`src/include/tsc_map.vh`:
```
/*
 * Register map and constants of the temperature sensor register bank.
 * Assumes inclusion by bare name from the design files.
 */
`ifndef TSC_MAP_VH
`define TSC_MAP_VH

// pointer locations
`define TSC_PTR_CAPABILITY    8'h00
`define TSC_PTR_CONFIG        8'h01
`define TSC_PTR_UPPER         8'h02
`define TSC_PTR_LOWER         8'h03
`define TSC_PTR_CRITICAL      8'h04
`define TSC_PTR_TEMPERATURE   8'h05
`define TSC_PTR_MAKER_ID      8'h06
`define TSC_PTR_PART_ID       8'h07
`define TSC_PTR_RESET         8'h00

// capability word
`define TSC_CAPABILITY_VALUE  16'h0015
`define TSC_CAP_ALARM_BIT     0
`define TSC_CAP_ACCURACY_BIT  1
`define TSC_CAP_RANGE_BIT     2
`define TSC_CAP_RES_LSB       3
`define TSC_CAP_RES_MSB       4

// configuration word
`define TSC_CFG_RESET         16'h0000
`define TSC_CFG_MODE_BIT      0
`define TSC_CFG_POLARITY_BIT  1
`define TSC_CFG_CRITONLY_BIT  2
`define TSC_CFG_EVT_EN_BIT    3
`define TSC_CFG_EVT_STAT_BIT  4
`define TSC_CFG_EVT_CLR_BIT   5
`define TSC_CFG_AWLOCK_BIT    6
`define TSC_CFG_CTLOCK_BIT    7
`define TSC_CFG_SHUTDOWN_BIT  8
`define TSC_CFG_HYST_LSB      9
`define TSC_CFG_HYST_MSB      10

// boundary and temperature words
`define TSC_BOUND_RESET       13'h0000
`define TSC_BOUND_MSB         12
`define TSC_TEMP_BELOW_BIT    13
`define TSC_TEMP_ABOVE_BIT    14
`define TSC_TEMP_CRIT_BIT     15

// hysteresis in 0.125 degree counts
`define TSC_HYST_SEL_NONE     2'h0
`define TSC_HYST_SEL_1P5      2'h1
`define TSC_HYST_SEL_3        2'h2
`define TSC_HYST_SEL_6        2'h3
`define TSC_HYST_NONE         13'h0000
`define TSC_HYST_1P5          13'h000C
`define TSC_HYST_3            13'h0018
`define TSC_HYST_6            13'h0030

`endif

```
`src/hw/tsc_window.v`:
```
/*
 * One hysteretic threshold flag: above-bound or below-bound comparator.
 * Assumes signed readings and bounds in 0.125 degree counts, hysteresis
 * as a positive count, and an update pulse per fresh reading.
 */
`timescale 1ns/10ps
`default_nettype none

module tsc_window #(
    parameter WIDTH    = 12,
    parameter IS_UPPER = 1
) (
    // clock and reset
    input  wire                     clock,
    input  wire                     rst_n,
    // comparison inputs
    input  wire                     update,
    input  wire signed [WIDTH-1:0]  reading,
    input  wire signed [WIDTH-1:0]  bound,
    input  wire        [WIDTH-1:0]  hyst,
    // flag
    output reg                      flag
);

    wire signed [WIDTH+1:0] ext_reading;
    wire signed [WIDTH+1:0] ext_bound;
    wire signed [WIDTH+1:0] release_pt;
    reg                     next_flag;

    assign ext_reading = {{2{reading[WIDTH-1]}}, reading};
    assign ext_bound   = {{2{bound[WIDTH-1]}}, bound};
    assign release_pt  = ext_bound - $signed({2'b00, hyst});

    always @* begin
        next_flag = flag;
        if (update) begin
            if (IS_UPPER != 0) begin
                if (!flag && ext_reading > ext_bound)
                    next_flag = 1'b1;
                else if (flag && ext_reading <= release_pt)
                    next_flag = 1'b0;
            end else begin
                if (ext_reading >= ext_bound)
                    next_flag = 1'b0;
                else if (ext_reading <= release_pt)
                    next_flag = 1'b1;
            end
        end
    end

    always @(posedge clock) begin
        if (!rst_n)
            flag <= 1'b0;
        else
            flag <= next_flag;
    end

endmodule

`default_nettype wire

```
`src/hw/tsc_regs.v`:
```
/*
 * Capability and configuration register bank of a temperature sensor,
 * with alarm window and critical comparators and the event output.
 * Assumes a serial bus engine that presents pointer writes, register
 * writes and takes read data, and a converter that delivers readings.
 */
//
// Behaviour
// - capability word at pointer 00h is read-only; writes change nothing
// - capability bits 15:5 always read zero
// - capability resolution field bits 4:3 reads binary 10
// - capability bit 2 reads 1, sub-zero readings supported
// - capability bit 1 accuracy grade reads 0
// - capability bit 0 reads 1, alarm and critical events supported
// - configuration bits 15:11 read zero; configuration resets to zero
// - configuration bits 10:9 select hysteresis none, 1.5, 3 or 6 degrees
// - above flag sets when reading strictly exceeds upper bound
// - above flag clears when reading at or below upper minus hysteresis
// - below flag is zero while reading at or above lower bound
// - below flag sets when reading at or below lower minus hysteresis
// - event output uses the same hysteresis thresholds as the flags
// - hysteresis field unchanged by writes while either lock is set
// - configuration bit 8 shuts the sensor down; zero runs it
// - no temperature events while shut down
// - setting shutdown is ignored while either lock is set
// - clearing shutdown works regardless of the locks
// - bit 7 critical lock, bit 6 window lock; stick until reset
`timescale 1ns/10ps
`default_nettype none
`include "tsc_map.vh"

module tsc_regs #(
    parameter [15:0] MAKER_ID = 16'h5A5A,
    parameter [15:0] PART_ID  = 16'h0101
) (
    // clock and reset
    input  wire         clock,
    input  wire         rst_n,
    // register access from the bus engine
    input  wire         ptr_wr,
    input  wire  [7:0]  ptr_value,
    input  wire         reg_wr,
    input  wire  [15:0] reg_wdata,
    output reg   [15:0] rd_data,
    // converter side
    input  wire         temp_valid,
    input  wire  [11:0] temp_reading,
    output wire         sensor_shutdown,
    // event side
    output wire         event_active,
    output wire         event_polarity,
    output wire         event_mode_select
);

    // MAKER_ID and PART_ID values are arbitrary

    ////////////////////////////////////////////////////////////////////
    // stored state

    reg  [7:0]  pointer;
    reg  [1:0]  hysteresis_select;
    reg         shutdown_bit;
    reg         critical_trip_lock;
    reg         alarm_window_lock;
    reg         event_output_enable;
    reg         critical_only_select;
    reg         polarity_bit;
    reg         mode_bit;
    reg  [12:0] upper_bound;
    reg  [12:0] lower_bound;
    reg  [12:0] critical_bound;
    reg  [11:0] temp_latched;

    wire        any_lock;
    wire        wr_config;
    wire        wr_upper;
    wire        wr_lower;
    wire        wr_critical;
    wire        take_reading;
    wire        above_flag;
    wire        below_flag;
    wire        critical_flag;
    wire        event_asserted_flag;
    wire        window_event;
    wire        selected_event;
    wire [15:0] capability_word;
    wire [15:0] config_word;
    wire [15:0] temp_word;
    reg  [12:0] hyst_counts;
    reg  [15:0] next_rd_data;

    assign any_lock     = critical_trip_lock | alarm_window_lock;
    assign wr_config    = reg_wr && (pointer == `TSC_PTR_CONFIG);
    assign wr_upper     = reg_wr && (pointer == `TSC_PTR_UPPER);
    assign wr_lower     = reg_wr && (pointer == `TSC_PTR_LOWER);
    assign wr_critical  = reg_wr && (pointer == `TSC_PTR_CRITICAL);
    assign take_reading = temp_valid && !shutdown_bit;

    ////////////////////////////////////////////////////////////////////
    // pointer
    // pointer holds its value until the next pointer load

    always @(posedge clock) begin
        if (!rst_n)
            pointer <= `TSC_PTR_RESET;
        else if (ptr_wr)
            pointer <= ptr_value;
    end

    ////////////////////////////////////////////////////////////////////
    // configuration register
    // lock state before the write decides, so a locking write lands in full
    // polarity and mode stored only; the event pin stays active high

    always @(posedge clock) begin
        if (!rst_n) begin
            hysteresis_select    <= `TSC_HYST_SEL_NONE;
            shutdown_bit         <= 1'b0;
            critical_trip_lock   <= 1'b0;
            alarm_window_lock    <= 1'b0;
            event_output_enable  <= 1'b0;
            critical_only_select <= 1'b0;
            polarity_bit         <= 1'b0;
            mode_bit             <= 1'b0;
        end else if (wr_config) begin
            if (!any_lock) begin
                hysteresis_select <= reg_wdata[`TSC_CFG_HYST_MSB:`TSC_CFG_HYST_LSB];
                event_output_enable  <= reg_wdata[`TSC_CFG_EVT_EN_BIT];
                critical_only_select <= reg_wdata[`TSC_CFG_CRITONLY_BIT];
            end
            if (!reg_wdata[`TSC_CFG_SHUTDOWN_BIT])
                shutdown_bit <= 1'b0;
            else if (!any_lock)
                shutdown_bit <= 1'b1;
            if (reg_wdata[`TSC_CFG_CTLOCK_BIT])
                critical_trip_lock <= 1'b1;
            if (reg_wdata[`TSC_CFG_AWLOCK_BIT])
                alarm_window_lock <= 1'b1;
            polarity_bit <= reg_wdata[`TSC_CFG_POLARITY_BIT];
            mode_bit     <= reg_wdata[`TSC_CFG_MODE_BIT];
        end
    end

    assign sensor_shutdown   = shutdown_bit;
    assign event_polarity    = polarity_bit;
    assign event_mode_select = mode_bit;

    ////////////////////////////////////////////////////////////////////
    // boundary registers
    // window bounds held by the window lock, critical bound by its own

    always @(posedge clock) begin
        if (!rst_n) begin
            upper_bound    <= `TSC_BOUND_RESET;
            lower_bound    <= `TSC_BOUND_RESET;
            critical_bound <= `TSC_BOUND_RESET;
        end else begin
            if (wr_upper && !alarm_window_lock)
                upper_bound <= reg_wdata[`TSC_BOUND_MSB:0];
            if (wr_lower && !alarm_window_lock)
                lower_bound <= reg_wdata[`TSC_BOUND_MSB:0];
            if (wr_critical && !critical_trip_lock)
                critical_bound <= reg_wdata[`TSC_BOUND_MSB:0];
        end
    end

    ////////////////////////////////////////////////////////////////////
    // reading latch
    // readings offered during shutdown are dropped

    always @(posedge clock) begin
        if (!rst_n)
            temp_latched <= 12'h000;
        else if (take_reading)
            temp_latched <= temp_reading;
    end

    ////////////////////////////////////////////////////////////////////
    // hysteresis selection
    // whole reading counts, so no fractional step is needed

    always @* begin
        case (hysteresis_select)
            `TSC_HYST_SEL_1P5: hyst_counts = `TSC_HYST_1P5;
            `TSC_HYST_SEL_3:   hyst_counts = `TSC_HYST_3;
            `TSC_HYST_SEL_6:   hyst_counts = `TSC_HYST_6;
            default:           hyst_counts = `TSC_HYST_NONE;
        endcase
    end

    ////////////////////////////////////////////////////////////////////
    // window and critical comparators
    // critical trip shares the window hysteresis

    tsc_window #(
        .WIDTH    (12),
        .IS_UPPER (1)
    ) u_above (
        .clock   (clock),
        .rst_n   (rst_n),
        .update  (take_reading),
        .reading (temp_reading),
        .bound   (upper_bound[12:1]),
        .hyst    (hyst_counts[11:0]),
        .flag    (above_flag)
    );

    tsc_window #(
        .WIDTH    (12),
        .IS_UPPER (0)
    ) u_below (
        .clock   (clock),
        .rst_n   (rst_n),
        .update  (take_reading),
        .reading (temp_reading),
        .bound   (lower_bound[12:1]),
        .hyst    (hyst_counts[11:0]),
        .flag    (below_flag)
    );

    tsc_window #(
        .WIDTH    (12),
        .IS_UPPER (1)
    ) u_critical (
        .clock   (clock),
        .rst_n   (rst_n),
        .update  (take_reading),
        .reading (temp_reading),
        .bound   (critical_bound[12:1]),
        .hyst    (hyst_counts[11:0]),
        .flag    (critical_flag)
    );

    ////////////////////////////////////////////////////////////////////
    // event output

    assign window_event        = above_flag | below_flag | critical_flag;
    assign selected_event      = critical_only_select ? critical_flag : window_event;
    assign event_asserted_flag = event_output_enable && !shutdown_bit &&
                                 selected_event;
    assign event_active = event_asserted_flag;

    ////////////////////////////////////////////////////////////////////
    // read words

    assign capability_word = `TSC_CAPABILITY_VALUE;

    assign config_word = {5'h00,
                          hysteresis_select,
                          shutdown_bit,
                          critical_trip_lock,
                          alarm_window_lock,
                          1'b0,
                          event_asserted_flag,
                          event_output_enable,
                          critical_only_select,
                          polarity_bit,
                          mode_bit};

    assign temp_word = {critical_flag,
                        above_flag,
                        below_flag,
                        temp_latched,
                        1'b0};

    ////////////////////////////////////////////////////////////////////
    // read data mux
    // unmapped pointers read zero; rd_data trails the pointer by a cycle

    always @* begin
        if (pointer == `TSC_PTR_CAPABILITY)
            next_rd_data = capability_word;
        else if (pointer == `TSC_PTR_CONFIG)
            next_rd_data = config_word;
        else if (pointer == `TSC_PTR_UPPER)
            next_rd_data = {3'h0, upper_bound};
        else if (pointer == `TSC_PTR_LOWER)
            next_rd_data = {3'h0, lower_bound};
        else if (pointer == `TSC_PTR_CRITICAL)
            next_rd_data = {3'h0, critical_bound};
        else if (pointer == `TSC_PTR_TEMPERATURE)
            next_rd_data = temp_word;
        else if (pointer == `TSC_PTR_MAKER_ID)
            next_rd_data = MAKER_ID;
        else if (pointer == `TSC_PTR_PART_ID)
            next_rd_data = PART_ID;
        else
            next_rd_data = 16'h0000;
    end

    always @(posedge clock) begin
        if (!rst_n)
            rd_data <= 16'h0000;
        else
            rd_data <= next_rd_data;
    end

endmodule

`default_nettype wire

```
`config.mk`:
```
export PLATFORM = sky130hd
export DESIGN_NAME = tsc_regs
export DESIGN_NICKNAME = d
export VERILOG_FILES = /design/src/hw/tsc_window.v /design/src/hw/tsc_regs.v
export VERILOG_INCLUDE_DIRS = /design/src /design/src/include
export SDC_FILE = /design/constraint.sdc
export NUM_CORES = 1
export LEC_CHECK = 0
export BUFFER_PORTS_ARGS = -buffer_cell sky130_fd_sc_hd__buf_2
export CORE_MARGIN = 4
export CORE_UTILIZATION = 55
export DETAILED_ROUTE_END_ITERATION = 7
export GPL_TIMING_DRIVEN = 0
export PLACE_DENSITY = 0.75
export SLEW_MARGIN = 20
export SYNTH_ARGS = -nofsm -noshare
export SYNTH_HDL_FRONTEND = slang
export SYNTH_SLANG_ARGS = --single-unit
```
`constraint.sdc`:
```
create_clock -name clock -period 4.9 [get_ports clock]
set_input_delay 0.98 -clock clock [delete_from_list [all_inputs] [get_ports clock]]
set_output_delay 0.98 -clock clock [all_outputs]
set_load 0.02 [all_outputs]
```
# Yosys cells after proc, flatten, opt, wreduce, memory -nomap -nowiden
# Index checks and enable logic that the tools add are counted.
totals:
  regBits: 87
  in_bits: 41
  out_inout_bits: 20
  wordCells: 96
classes:
  addsub: 3
  magnitude_cmp: 6
  eq_ne: 11
  n_mux: 18
  bitwise_logic: 5
  n_reduce_logical: 33
ops:
  columns: ["operator", "n"]
  rows:
  - ["$le 12x13->1", 3]
  - ["$mux 13", 3]
  - ["$sub 12x7->13", 3]
  - ["$eq 8x3->1 const B", 4]
  - ["$gt 12x12->1", 2]
  - ["$pmux 6 s3", 1]
  - ["$eq 8x2->1 const B", 2]
  - ["$mux 16", 1]
  - ["$mux 15", 1]
  - ["$logic_and 1x1->1", 14]
  - ["$reduce_and 2->1", 7]
  - ["$ge 12x12->1", 1]
  - ["$mux 11", 1]
  - ["$mux 1", 9]
  - ["$mux 9", 1]
  - ["$eq 8x1->1 const B", 1]
  - ["$logic_not 8->1", 1]
  - ["$reduce_bool 2->1", 3]
  - ["$reduce_or 6->1", 1]
  - ["$logic_not 1->1", 5]
  - ["$mux 5", 1]
  - ["$eq 2x2->1 const B", 2]
  - ["$or 1x1->1", 3]
  - ["$reduce_or 3->1", 1]
  - ["4 further kinds", 5]

# Logic depth before layout (Yosys ltp)
logic_depth:
  depth_word: 9
  mapped_depth: 17
  depth_no_buf: 17

# Modules after synthesis
# Synthesis repeated with hierarchy kept, for this count alone.
unflattened:
  cells_unflattened: 909
  hier_area_um2: 7507.2
modules_own_cells:
  columns: ["mod", "n_inst", "cells_each", "area_each_um2", "seq_area_each_um2"]
  rows:
  - ["tsc_regs", 1, 402, 3677.3, 1681.6]
  - ["tsc_window at u_below", 1, 178, 1341.3, 20.0]
  - ["tsc_window at u_above", 1, 165, 1251.2, 20.0]
  - ["tsc_window at u_critical", 1, 164, 1237.4, 20.0]

# Worst setup path after synthesis
# Ideal clock, no wire load.
synth_path:
  path_type: "reg-to-reg"
  start: "reg hysteresis_select[1]"
  end: "reg u_above.flag"
  setup_time_ns: 0.075
  t_arrival_ns: 3.294
  required_ns: 4.825
  slack_ns: 1.531
  stages_incl_launch_ff: 16
  path_buffers: 0
  synth_period_minus_slack_ns: 3.369
  path_cell_list: "dfxtp_1 > inv_1 > ha_1 > ha_1 > a21o_1 > a21o_1 > a211oi_1 > nand2_1 > xnor2_1 > ha_1 > nand4_1 > nor2_1 > o221ai_1 > o211ai_1 > mux2_1 > o22ai_1"
synth_between:
  elab_chain_cells: 7
  elab_cells_between_ends: 9
  cone_classes: "add/sub (1); order compare (1); eq/ne (3); mux (1); reduce/logical (3)"
synth_lines:
  columns: ["item", "line", "text"]
  rows:
  - ["from (decl)", "tsc_regs.v:61", "reg [1:0] hysteresis_select;"]
  - ["from (signal assigned)", "tsc_regs.v:117", "hysteresis_select <= `TSC_HYST_SEL_NONE;"]
  - ["from (signal assigned)", "tsc_regs.v:127", "hysteresis_select <= reg_wdata[`TSC_CFG_HYST_MSB:`TSC_CFG_HYST_LSB];"]
  - ["$eq 2x2->1 or $eq 2x1->1 (tied branches)", "tsc_regs.v:183", "case (hysteresis_select)"]
  - ["$pmux 6 s3 (*)", "tsc_regs.v:183", null]
  - ["$sub 12x7->13 (*)", "tsc_window.v:32", "assign release_pt = ext_bound - $signed({2'b00, hyst});"]
  - ["$le 12x13->1 (*)", "tsc_window.v:40", "else if (flag && ext_reading <= release_pt)"]
  - ["$logic_and 1x1->1 (*)", "tsc_window.v:40", null]
  - ["$reduce_bool 2->1 (no line) (*)", null, null]
  - ["$reduce_and 2->1 (no line) (*)", null, null]
  - ["to (signal assigned)", "tsc_window.v:55", "flag <= next_flag;"]
  - ["to (decl)", "tsc_window.v:22", "output reg flag"]
# Mark *: on every way between the ends. The rest lies on a longest branch, timed or not.
# A chain may end at the register's enable or synchronous reset.

# Final worst setup path
# Same ends and word-level chain as after synthesis.

==> key figures <==
Critical path
  • CP top delay family: compound AO/OA/AOI/OAI gates
  • RR Startpoint: hysteresis_select[1]$_SDFFE_PN0P_
  • Critical path startpoint category: flop
  • Slowest library cell on the worst path: a211oi_1
  • Req. time, crit path: 5.21 ns
  • Most used cell, CP: ha_1
  • CP max stage delay: 0.51 ns
  • Reg-to-reg slack, setup: 0.80 ns
  • CP Max Fanout: 6
  • Crit Path Category: flop to flop
  • Crit path cell chain: inv_1, ha_1, ha_1, a21o_1, a21o_1, a211oi_1, nand2_1, xnor2_1, ha_1, nand4_1, nor2_1, o221ai_1, o211ai_1, mux2_1, o22ai_1
  • Crit end category: flop
  • Reg2Reg Depth: 15
  • Buf/Inv on CP: 1
  • Worst path depth: 15
  • Arrival @ worst endpoint: 4.41 ns
  • Critical R2R Capture: u_above.flag$_SDFFE_PN0P_
  • Critical Path Start: hysteresis_select[1]$_SDFFE_PN0P_
  • Critical path endpoint: u_above.flag$_SDFFE_PN0P_

Finish
  • Fill cells: 930
  • NumNets Final: 895
  • Inserted Diodes: 0
  • Commonest non-fill, non-tap cell in the layout: dfxtp_1
  • Most frequent cells in the layout: dfxtp_1 (87), ha_1 (83), nor2b_1 (61)
  • Final Instance Count excl. Fillers: 913
  • Layout cells sized above 1: 12.0%
  • P&R area growth vs syn: 11.1%
  • Util after Layout: 62.5%

Global routing
  • GRT Residual Overflow: 0
  • Initial antenna violation count: 0
  • First-pass GRT wire length: 28,000 um
  • Total track usage: 28.3%
  • Largest net degree at the start of global routing: 16
  • Vias in the first global route: 5,211

STA
  • Pins Over Slew Limit: 0
  • FMAX: 244 MHz
  • Period utilization: 83.8%
  • Final hold slack: 0.464 ns
  • Slew @ Worst Pin: 0.812 ns
  • RSZ-0062 raised after global routing: no
  • Final setup violation count: 0
  • Hold Violations, Final: 0
  • Slew headroom: 45.2%
  • Clock skew: 0.0122 ns
  • TNS Setup: 0 ns
  • Fin crit period: 4.10 ns

Yosys
  • Async S/R FF share, synth: 0%
  • Sequential element share of the synthesized area: 28.4%
  • Yosys Warn Count: 0
  • EDFF count, synth: 0
  • Mapped Avg Cell Area: 8.73 um^2
  • Area contributors post-synth: dfxtp_1 (28%), ha_1 (17%), mux2i_1 (8.7%), nor2b_1 (6.2%), nand2_1 (3.4%)
  • Mapped cell area: 6130 um^2
  • Synth Flop Type: dfxtp_1
  • Syn nets: 829
  • Synth Instances: 702
  • Area share of the largest cell type after synthesis: 28.4%
  • Post-synth top area cell: dfxtp_1
  • Synth Register Bits: 87
  • Post-synth cell types: 59

CTS
  • Register clock-pin slew on the reported worst setup and hold paths: 0.10 ns
  • Clk buf depth: 2
  • CTS tree: yes
  • Sink Count: 87
  • Post-CTS Resized: 0
  • Clk_lat worst skew: 0.37 ns
  • Hold_buf cts: 0
  • Root Buffer: clkbuf_8
  • Post-CTS Setup Inserts: 0
  • H-tree depth: 3
  • Num CTS Buffers: 9

Route
  • DRC Markers: 0
  • Initial drt markers: 482
  • Drt first pass iters: 5
  • Vias per cell: 5.96
  • Routed len/inst: 20.0 um
  • Final wirelength: 18,200 um
  • Vias: 5,446
  • Final ANT Viol Nets: 0

Pwr
  • Power per cell area: 244 nW/um^2
  • Comb power frac: 20.4%
  • Sw Ratio: 29.5%
  • Clock power share: 34.5%
  • Worst VDD drop: 0.000237 V
  • Total power: 1.66 mW
  • Sequential Power Share: 45.1%
  • Int Pwr: 1.17 mW
  • Static Leak: 2.87 nW
  • P_sw: 0.489 mW

Floorplan
  • Die area: 12,900 um^2
  • FP Rows: 38
  • I/O pin count: 61
  • Starting density of the core: 56.3%
  • Die width: 114 um
  • Core area: 10,900 um^2
  • Die Y: 114 um

Place
  • Hpwl dp: 14,400 um
  • Placer Congestion: 0.925
  • Port Buffers: 55
  • Placed cell count: 897

Worst hold path
  • Worst Hold Class: flop to flop

Run status
  • Outcome: completed

Job
  • Max cap viols: 0
## metrics by stage
stage / area (um^2) / setup slack, ns
final: 6810 / 0.796
after global routing: 6810 / 0.547
after CTS: 6810 / 0.871
after detailed placement: 6580 / 0.892
after global placement: 6580 / 1.11
after floorplan: 6130 / 1.53
## flip-flops by register name, indices dropped and copies added (netlist names), 2 cells and up
register / flops
critical_bound: 13
pointer: 8
rd_data: 16
upper_bound: 13
lower_bound: 13
temp_latched: 12
hysteresis_select: 2
## area by class of cell
type                       instances  area (um^2)  share of cell area [%]
multi-input combinational        529         4030                    59.1
clock inverter                     6         92.6                    1.36
buffer                            28          143                    2.09
sequential                        87         1740                    25.6
timing repair buffer              55          275                    4.04
inverter                          58          218                    3.20
clock buffer                      10          138                    2.02
tap                              140          175                    2.57
## power by group through the flow
stage | combinational (mW) | sequential, mW | clock [mW]
4_1_cts | 0.334 | 0.748 | 0.578
5_1_grt | 0.378 | 0.751 | 0.606
3_3_place_gp | 0.317 | 0.764 | 0
6_report | 0.338 | 0.749 | 0.573
3_5_place_dp | 0.332 | 0.765 | 0
2_1_floorplan | 0.226 | 0.761 | 0
## cell usage after synthesis (11+ instances only)
cell type	count
inv_1	53
dfxtp_1	87
nand4_1	15
a21boi_1	13
mux2i_1	53
nor2_1	34
ha_1	83
a21oi_1	35
a211oi_1	11
nand2_1	55
o21ai_0	14
a21o_1	14
clkbuf_1	19
xnor2_1	21
nor2b_1	61
## cells by family after synthesis
group | count (synthesis) | synth area share (%)
XOR/XNOR | 21 | 3.00
buffers and inverters | 86 | 5.88
flip-flops | 87 | 28.4
adder cells (fa/ha/maj) | 86 | 17.9
AND/OR/NAND/NOR | 223 | 20.1
AO/OA/AOI/OAI | 145 | 15.8
multiplexers | 54 | 8.84
## worst min path at each step
stage / start / to / cells past startpoint
floorplan: temp_latched[5]$_SDFFE_PN0P_ / temp_latched[5]$_SDFFE_PN0P_ / 2
detailed placement: temp_latched[5]$_SDFFE_PN0P_ / temp_latched[5]$_SDFFE_PN0P_ / 2
global route: temp_latched[5]$_SDFFE_PN0P_ / temp_latched[5]$_SDFFE_PN0P_ / 2
CTS: temp_latched[5]$_SDFFE_PN0P_ / temp_latched[5]$_SDFFE_PN0P_ / 2
finish: temp_latched[10]$_SDFFE_PN0P_ / temp_latched[10]$_SDFFE_PN0P_ / 2
global placement: temp_latched[10]$_SDFFE_PN0P_ / temp_latched[10]$_SDFFE_PN0P_ / 2
## tightest hold or removal path, cell delays in order, from the launching register on
cell	delay, ns
dfxtp_1	0.32
nand2_1	0.05
a21boi_1	0.05
## routing by layer
| layer | up-vias | global-route usage, % | wire (um) |
|---|---|---|---|
| li1 | 2627 | - | - |
| met1 | 2519 | 37.6 | 7580 |
| met2 | 253 | 45.0 | 8350 |
| met3 | 47 | 5.25 | 1570 |
| met4 | 0 | 12.2 | 723 |
| met5 | - | 0 | 0 |
Power figures use the tool's default switching activity.
